<file path="src/design/bta_defs.svh">
// Constants for branch target addressing: offsets, field positions,
// reset values and decimal-adjust limits.
// Assumes inclusion by its bare name; definitions only.
`ifndef BTA_DEFS_SVH
`define BTA_DEFS_SVH
`define BTA_PC_W        16
`define BTA_RESET_PC    16'h0000
`define BTA_TBL_BASE    16'h0040
`define BTA_TBL_LAST    16'h007f
`define BTA_FAR_BASE    16'h0800
`define BTA_FAR_LAST    16'h0fff
`define BTA_FAR_W       11
`define BTA_DISP_W      8
`define BTA_LEN_W       3
`define BTA_NIB_LIM     4'h9
`define BTA_BCD_LIM     8'h99
`define BTA_ADJ_LO      8'h06
`define BTA_ADJ_HI      8'h60
`define BTA_DIV_ZERO_Q  16'hffff
`endif

</file>
<file path="src/design/bta_pkg.sv">
// Types for branch target addressing and implied accumulator operations.
// Assumes bta_defs.svh is on the include path.
`include "bta_defs.svh"
package bta_pkg;

  // Branch addressing form of the instruction being retired
  typedef enum logic [2:0] {
    BTA_SEQ  = 3'h0,
    BTA_REL  = 3'h1,
    BTA_LONG = 3'h2,
    BTA_FAR  = 3'h3,
    BTA_TBL  = 3'h4,
    BTA_REG  = 3'h5
  } bta_kind_e;

  // Gray along idle, low byte, high byte
  typedef enum logic [1:0] {
    BTA_IDLE  = 2'b00,
    BTA_RD_LO = 2'b01,
    BTA_RD_HI = 2'b11
  } bta_state_e;

  // Implied accumulator operations
  typedef enum logic [2:0] {
    BTA_OP_MUL      = 3'h0,
    BTA_OP_DIV      = 3'h1,
    BTA_OP_ADJ_ADD  = 3'h2,
    BTA_OP_ADJ_SUB  = 3'h3,
    BTA_OP_DIG_LEFT = 3'h4,
    BTA_OP_DIG_RGHT = 3'h5
  } bta_op_e;

  // Decoded branch request
  typedef struct packed {
    logic                     valid;
    bta_kind_e                kind;
    logic [`BTA_LEN_W-1:0]    len;
    logic [`BTA_DISP_W-1:0]   relative_displacement;
    logic [`BTA_PC_W-1:0]     imm;
    logic [`BTA_FAR_W-1:0]    short_call_field;
    logic [7:0]               opcode;
    logic [`BTA_PC_W-1:0]     accumulator_pair;
  } bta_req_s;

  // Branch unit state
  typedef struct packed {
    bta_state_e               state;
    logic [`BTA_PC_W-1:0]     pc;
    logic                     pc_load;
    logic [`BTA_PC_W-1:0]     tbl_addr;
    logic [7:0]               lo_byte;
  } bta_core_s;

  // Implied operation request; pair is {A, X}
  typedef struct packed {
    logic                     valid;
    bta_op_e                  op;
    logic [`BTA_PC_W-1:0]     accumulator_pair;
    logic [7:0]               divisor;
    logic [7:0]               mem_byte;
    logic                     cy;
    logic                     ac;
  } bta_iop_s;

  // Implied operation result, also the whole state of that unit
  typedef struct packed {
    logic                     valid;
    logic [`BTA_PC_W-1:0]     accumulator_pair;
    logic [7:0]               aux;
    logic                     cy;
  } bta_ires_s;

endpackage : bta_pkg

</file>
<file path="src/design/bta_implied.sv">
// Implied accumulator unit: multiply, word divide, decimal adjust,
// digit rotate, all working on A or the accumulator pair.
// Assumes one request per cycle; result registered one cycle later.
`timescale 1ns/1ns
`include "bta_defs.svh"
module bta_implied (
  input  wire logic                clk,
  input  wire logic                rst,
  input  wire bta_pkg::bta_iop_s   iop,
  output bta_pkg::bta_ires_s       ires
);

  bta_pkg::bta_ires_s s;
  bta_pkg::bta_ires_s next_s;

  // One result per request; aux is remainder or new memory byte
  always_comb begin
    logic [7:0] a;
    logic [7:0] x;
    logic [7:0] t;
    a = iop.accumulator_pair[15:8];
    x = iop.accumulator_pair[7:0];
    t = a;
    next_s = s;
    next_s.valid = iop.valid;
    if (iop.valid) begin
      next_s.cy = iop.cy;
      next_s.aux = iop.mem_byte;
      next_s.accumulator_pair = iop.accumulator_pair;
      case (iop.op)
        bta_pkg::BTA_OP_MUL: begin
          next_s.accumulator_pair = a * x;
        end
        bta_pkg::BTA_OP_DIV: begin
          // Zero divisor gives all-ones quotient rather than trapping
          if (iop.divisor == 8'h00) begin
            next_s.accumulator_pair = `BTA_DIV_ZERO_Q;
            next_s.aux = x;
          end else begin
            next_s.accumulator_pair = iop.accumulator_pair / iop.divisor;
            next_s.aux = 8'(iop.accumulator_pair % iop.divisor);
          end
        end
        bta_pkg::BTA_OP_ADJ_ADD: begin
          if (a[3:0] > `BTA_NIB_LIM || iop.ac) t = t + `BTA_ADJ_LO;
          if (a > `BTA_BCD_LIM || iop.cy) begin
            t = t + `BTA_ADJ_HI;
            next_s.cy = 1'b1;
          end
          next_s.accumulator_pair = {t, x};
        end
        bta_pkg::BTA_OP_ADJ_SUB: begin
          if (iop.ac) t = t - `BTA_ADJ_LO;
          if (iop.cy) t = t - `BTA_ADJ_HI;
          next_s.accumulator_pair = {t, x};
        end
        bta_pkg::BTA_OP_DIG_LEFT: begin
          next_s.accumulator_pair = {a[7:4], iop.mem_byte[7:4], x};
          next_s.aux = {iop.mem_byte[3:0], a[3:0]};
        end
        bta_pkg::BTA_OP_DIG_RGHT: begin
          next_s.accumulator_pair = {a[7:4], iop.mem_byte[3:0], x};
          next_s.aux = {a[3:0], iop.mem_byte[7:4]};
        end
        default: begin
          next_s.valid = 1'b0;
        end
      endcase
    end
  end

  always_ff @(posedge clk) begin
    if (rst) s <= '0;
    else s <= next_s;
  end

  assign ires = s;
endmodule : bta_implied

</file>
<file path="src/design/bta_core.sv">
// Branch target addressing unit: next program counter for sequential,
// relative, immediate, table indirect and register branch forms, plus
// the implied accumulator unit.
// Assumes decode presents one request while req_ready is high and that
// memory answers a table read with mem_rvalid while mem_rd is held.
// Inputs are taken as synchronous to clk; every flop runs each edge.
//
// Operation
// - Sequential fetch adds instruction length to PC.
// - Relative target is next address plus displacement.
// - Displacement signed, bit 7 sign, -128..+127.
// - Short branch and conditional branches use relative.
// - Long call/branch load full 16-bit immediate.
// - Fixed-area call lands in 0800H to 0FFFH.
// - Table call index is opcode bits 1-5.
// - Call table lives at 40H to 7FH.
// - Register jump copies accumulator pair into PC.
// - Multiply takes A, writes product to pair.
// - Word divide reads and writes accumulator pair.
// - Decimal adjust works on A.
// - Digit rotates hold digit data in A.
// - Multiply is A times X, 16-bit result.
`timescale 1ns/1ns
`include "bta_defs.svh"
module bta_core #(
  parameter int unsigned              PC_W     = `BTA_PC_W,
  parameter logic [`BTA_PC_W-1:0]     RESET_PC = `BTA_RESET_PC
) (
  input  wire logic                   clk,
  input  wire logic                   rst,
  input  wire bta_pkg::bta_req_s      req,
  output logic                        req_ready,
  output logic [`BTA_PC_W-1:0]        pc,
  output logic                        pc_load,
  output logic                        mem_rd,
  output logic [`BTA_PC_W-1:0]        mem_addr,
  input  wire logic [7:0]             mem_rdata,
  input  wire logic                   mem_rvalid,
  input  wire bta_pkg::bta_iop_s      iop,
  output bta_pkg::bta_ires_s          ires
);

  // The struct layout is fixed at a 16-bit address space
  if (PC_W != `BTA_PC_W) begin : g_bad_width
    $error("bta_core supports only a 16-bit program counter");
  end

  bta_pkg::bta_core_s s;
  bta_pkg::bta_core_s next_s;

  logic [`BTA_PC_W-1:0] seq_addr;
  logic [`BTA_PC_W-1:0] rel_disp;
  logic [`BTA_PC_W-1:0] far_addr;
  logic [`BTA_PC_W-1:0] tbl_entry;
  logic                 take;

  // Start of the following instruction
  assign seq_addr = s.pc + {13'h0000, req.len};

  // Sign of the displacement copied through the upper byte
  assign rel_disp = {{8{req.relative_displacement[`BTA_DISP_W-1]}}, req.relative_displacement};

  // Short field low, bit 11 forced, top nibble clear
  assign far_addr = `BTA_FAR_BASE | {5'h00, req.short_call_field};

  // Even entry address; index from opcode bits 1 to 5
  assign tbl_entry = `BTA_TBL_BASE | {10'h000, req.opcode[5:1], 1'b0};

  // Accepted only while idle; a request during a table fetch is dropped
  assign take = req.valid && req_ready;

  // Next state: branch decision in idle, table fetch otherwise
  always_comb begin
    next_s = s;
    next_s.pc_load = 1'b0;
    case (s.state)
      bta_pkg::BTA_IDLE: begin
        if (take) begin
          next_s.pc_load = 1'b1;
          case (req.kind)
            bta_pkg::BTA_SEQ: begin
              next_s.pc = seq_addr;
            end
            bta_pkg::BTA_REL: begin
              // Carry out of bit 15 drops by the width of the sum
              next_s.pc = seq_addr + rel_disp;
            end
            bta_pkg::BTA_LONG: begin
              next_s.pc = req.imm;
            end
            bta_pkg::BTA_FAR: begin
              next_s.pc = far_addr;
            end
            bta_pkg::BTA_REG: begin
              next_s.pc = req.accumulator_pair;
            end
            bta_pkg::BTA_TBL: begin
              // PC holds its value until both entry bytes are in
              next_s.pc_load = 1'b0;
              next_s.tbl_addr = tbl_entry;
              next_s.state = bta_pkg::BTA_RD_LO;
            end
            default: begin
              next_s.pc_load = 1'b0;
            end
          endcase
        end
      end
      bta_pkg::BTA_RD_LO: begin
        if (mem_rvalid) begin
          next_s.lo_byte = mem_rdata;
          next_s.tbl_addr = s.tbl_addr | 16'h0001;
          next_s.state = bta_pkg::BTA_RD_HI;
        end
      end
      bta_pkg::BTA_RD_HI: begin
        if (mem_rvalid) begin
          next_s.pc = {mem_rdata, s.lo_byte};
          next_s.pc_load = 1'b1;
          next_s.state = bta_pkg::BTA_IDLE;
        end
      end
      default: begin
        next_s.state = bta_pkg::BTA_IDLE;
      end
    endcase
  end

  // Single register bank for all branch state
  always_ff @(posedge clk) begin
    if (rst) begin
      s.state <= bta_pkg::BTA_IDLE;
      s.pc <= RESET_PC;
      s.pc_load <= 1'b0;
      s.tbl_addr <= `BTA_TBL_BASE;
      s.lo_byte <= 8'h00;
    end else begin
      s <= next_s;
    end
  end

  // Handshake combinational, data straight from flops
  assign req_ready = (s.state == bta_pkg::BTA_IDLE);
  assign mem_rd = (s.state != bta_pkg::BTA_IDLE);
  assign mem_addr = s.tbl_addr;
  assign pc = s.pc;
  assign pc_load = s.pc_load;

  // Accumulator-implied arithmetic, registered one cycle
  bta_implied u_implied (
    .clk  (clk),
    .rst  (rst),
    .iop  (iop),
    .ires (ires)
  );
endmodule : bta_core

</file>
<file path="config.mk">
export PLATFORM = sky130hd
export DESIGN_NAME = bta_core
export DESIGN_NICKNAME = d
export VERILOG_FILES = /design/src/design/bta_pkg.sv /design/src/design/bta_implied.sv /design/src/design/bta_core.sv
export VERILOG_INCLUDE_DIRS = /design/src /design/src/design
export SDC_FILE = /design/constraint.sdc
export NUM_CORES = 1
export LEC_CHECK = 0
export BUFFER_PORTS_ARGS = -buffer_cell sky130_fd_sc_hd__buf_4
export CORE_MARGIN = 2
export CORE_UTILIZATION = 38
export CTS_CLUSTER_DIAMETER = 40
export DETAILED_ROUTE_END_ITERATION = 10
export PLACE_DENSITY = 0.63
export SLEW_MARGIN = 20
export SYNTH_ARGS = -nofsm -noshare
export SYNTH_HDL_FRONTEND = slang
export SYNTH_HIERARCHICAL = 1
export SYNTH_SLANG_ARGS = --single-unit
</file>
<file path="constraint.sdc">
create_clock -name clk -period 79 [get_ports clk]
set_input_delay 7.9 -clock clk [delete_from_list [all_inputs] [get_ports clk]]
set_output_delay 7.9 -clock clk [all_outputs]
set_load 0.03 [all_outputs]
</file>
==> results.md <==
* Outcome: finished, final reports clean
* Latest clock arrival within the worst-skew pair at 0.35 ns
* DR vias/cell at 5.84
* Sequential fraction of the synthesis area at 8.96%
* Final RePlAce weighted congestion at a little over 0.9
* Max-cap violations at 0
* Category of the worst setup path capture point: register
* Clock buffer depth at 2
* Final hold violations at 0
* Met2 global-route usage at between 30% and 40%
* Post-route minimum period at ~45 ns
* First-pass GRT wire length at about 66000 um
* RSZ-0062 raised after global routing: no
* Post-Route Skew at around 0.0076 ns
* Number of enable-type register cells in the synthesized netlist at 0
* Most common flop cell mapped by yosys: dfxtp_1
* End of the worst register-to-register path: pc[11]
* Synth-to-layout area growth at 11.7%
* Port Buf Inserts at around 160
* Cells after synthesis at 1811
* Startpoint of the worst-slack reg-to-reg timing path: pc[0]
* CP max stage cell: a211oi_4
* Synthesis warning total at 6
* Number of synthesized register bits at 60
* Worst Hold Depth at 1
* Fin crit share at between 50% and 60%
* Post-Syn Area at 13400 sq um
* Die H at roughly 190 um
* Worst r2r path cells at 14
* Post-CTS Setup Bufs at 0
* Most repeated library cell on the critical path: o21a_1
* Minimum setup slack among reg-to-reg paths at approximately 75 ns
* Post-place instance area at around 15000 sq um
* Met1 Resource Use GR at 31.2%
* All-Layer GR Usage at 22.3%
* Seq. cell area at about 1200 sq um
* DRT antenna net count at 0
* Floorplan Core Area at approximately 35000 sq um
* Fin cells at 2344
* Total area of multi-input combinational cells at around 11000 sq um
* Number of cells after detailed placement at about 2.3k
* Layout Cell Area excl Fill at between 10000 and 15000 sq um
* Total I/O pin count at roughly 180
* Endpoint arrival time on the critical path at between 40 and 50 ns
* Initial detailed-routing violation count at 1036
* Routed WL at ~42000 um
* Peak Freq at ~22 MHz
* Total CTS buffers at 9
* Number of hold buffers added after cts at 0
* Pin count of the biggest net entering global routing at 66
* Congestion Overflow GR at 0
* HPWL after detailed placement at roughly 33000 um
* Die Footprint at around 37000 sq um
* Maximum fanout along the worst path at 15
* Headroom to the max-slew limit at roughly 37%
* Starting Density at 38.7%
* Number of instances resized during post-cts repair at 0
* Clk pin slew, worst setup/hold paths at about 0.06 ns
* Average wire per cell in the routed design at 18.0 um
* GRT busiest layer: met2
* Fin util at roughly 43%
* Final nets at approximately 2.2k
* Vias in the first global route at 12.7k
* Total clock sinks at 60
* Final count of negative-setup-slack endpoints at 0
* Via count of the routed design at 13.7k
* Fill cell instance count of the final layout at approximately 3.5k
* DRT Pass-1 Iters at 5
* Site Rows at 68
* DRC Markers at 0
* Die W at around 190 um
* Setup TNS after final layout at 0 ns
* Buffer type at the clock tree root: clkbuf_16
* WHS Endpoint: mem_addr[6]
* Clock tree from TritonCTS: built
* Final number of max-transition violations at 0
* Worst Path Class, Setup: input port to register
* Actual transition at the worst max-transition pin at 0.948 ns
* Source of the worst hold timing path: mem_addr[6]
* Worst hold path class: register to register
* Number of antenna violations at the first check in global routing at 2
* Peak per-stage delay on the critical path at ~0.76 ns
* Library cells used by synthesis at about 110
* Crit path buffers/inverters at 5
* CTS HTree Levels at 3
* Ys async rst share at 0%
* Top cell family by delay on the critical path: compound AO/OA/AOI/OAI gates
* Post-Syn Area per Cell at around 7.4 sq um
* Fraction of final layout cells sized beyond drive strength 1 at about 15%
* Worst path required time at roughly 79 ns
* GR Layer Usage met3 at under 10%
* Worst Setup Start Kind: input port
[cells by family (layout without fill, tap and decap cells)]
family | after synthesis | in the layout | synth area share, %
AO/OA/AOI/OAI | 579 | 579 | 30.0
other | 1 | 10 | 0.0280
buffers and inverters | 224 | 293 | 7.45
multiplexers | 66 | 66 | 5.49
AND/OR/NAND/NOR | 594 | 594 | 21.4
XOR/XNOR | 82 | 82 | 5.36
flip-flops | 60 | 60 | 8.96
adder cells (fa/ha/maj) | 205 | 205 | 21.3
[metal layers]
metal  wire, um  part of all wire (%)
met2      19500                    46
met5          0                     0
met4        861                   2.0
met3       2410                   5.7
met1      19400                    46
[cells in the mapped netlist (6+ instances only)]
cell type / n / area, sq um
o21ai_1: 16 / 80.1
a21oi_1: 124 / 621
o21bai_1: 12 / 90.1
a21o_1: 32 / 240
dfxtp_1: 60 / 1200
xor2_1: 24 / 210
a211o_1: 7 / 61.3
and3_1: 14 / 87.6
o21ai_0: 114 / 571
o21a_1: 60 / 450
mux2i_1: 32 / 320
nand4_1: 13 / 81.3
o221ai_1: 9 / 78.8
ha_1: 166 / 2080
nor2_1: 179 / 672
or2_2: 14 / 87.6
a31oi_1: 8 / 50.1
xnor2_1: 58 / 508
o211a_1: 9 / 90.1
nor2b_1: 18 / 113
and2_1: 27 / 169
mux2_2: 29 / 327
or3_1: 13 / 81.3
nor3_1: 68 / 340
a22oi_1: 7 / 52.6
o211ai_1: 18 / 135
fa_1: 39 / 781
inv_1: 105 / 394
a211oi_1: 32 / 240
nand2_1: 145 / 544
o31ai_1: 16 / 120
buf_4: 34 / 255
nand2b_1: 24 / 150
nand3b_1: 7 / 52.6
buf_1: 6 / 22.5
clkbuf_1: 65 / 244
nor4_1: 6 / 37.5
a311oi_1: 9 / 78.8
nand3_1: 37 / 185
o22ai_1: 19 / 119
buf_2: 6 / 30.0
[area by class of cell]
| type | count | area share, % |
|---|---|---|
| antenna | 1 | 0.0167 |
| clock buffer | 10 | 1.53 |
| clock inverter | 6 | 0.426 |
| inverter | 110 | 2.76 |
| multi-input combinational | 1535 | 75.1 |
| sequential | 60 | 8.02 |
| tap | 455 | 3.80 |
| timing repair buffer | 167 | 8.37 |
[sequential cells by signal, indices dropped and copies added (netlist names)]
register,cells
pc,16
s,10
mem_addr,7
pc_load,1
u_implied/ires,26
[metrics by stage]
step	worst slack (ns)	hold slack, ns
after global routing	31.11	0.476
final	34.12	0.452
after detailed placement	34.28	0.445
after CTS	34.54	0.458
after global placement	34.92	0.432
after floorplan	39.20	0.417
[layout by cell type, fill, tap and decap left out, drive strengths merged, types with 27 or more instances in the layout]
cell type and instances:
mux2 31, fa 39, buf 167, nor2 180
ha 166, xnor2 58, a21o 32, a211oi 38
a21oi 126, inv 109, nand3 37, and2 27
nand2 146, nor3 73, o21ai 131, mux2i 35
dfxtp 60, o21a 60
[worst max-delay path by stage]
stage,slack [ns],from,cells past startpoint,to
floorplan,39.20,iop[28],153,u_implied/ires[6]
global placement,34.92,iop[28],142,u_implied/ires[8]
detailed placement,34.28,iop[27],142,u_implied/ires[8]
CTS,34.54,iop[27],143,u_implied/ires[8]
global route,31.11,iop[27],145,u_implied/ires[1]
finish,34.12,iop[27],143,u_implied/ires[1]
Power is not shown: default switching activity piles up to over one toggle a cycle in this logic, so the estimate is an artifact.
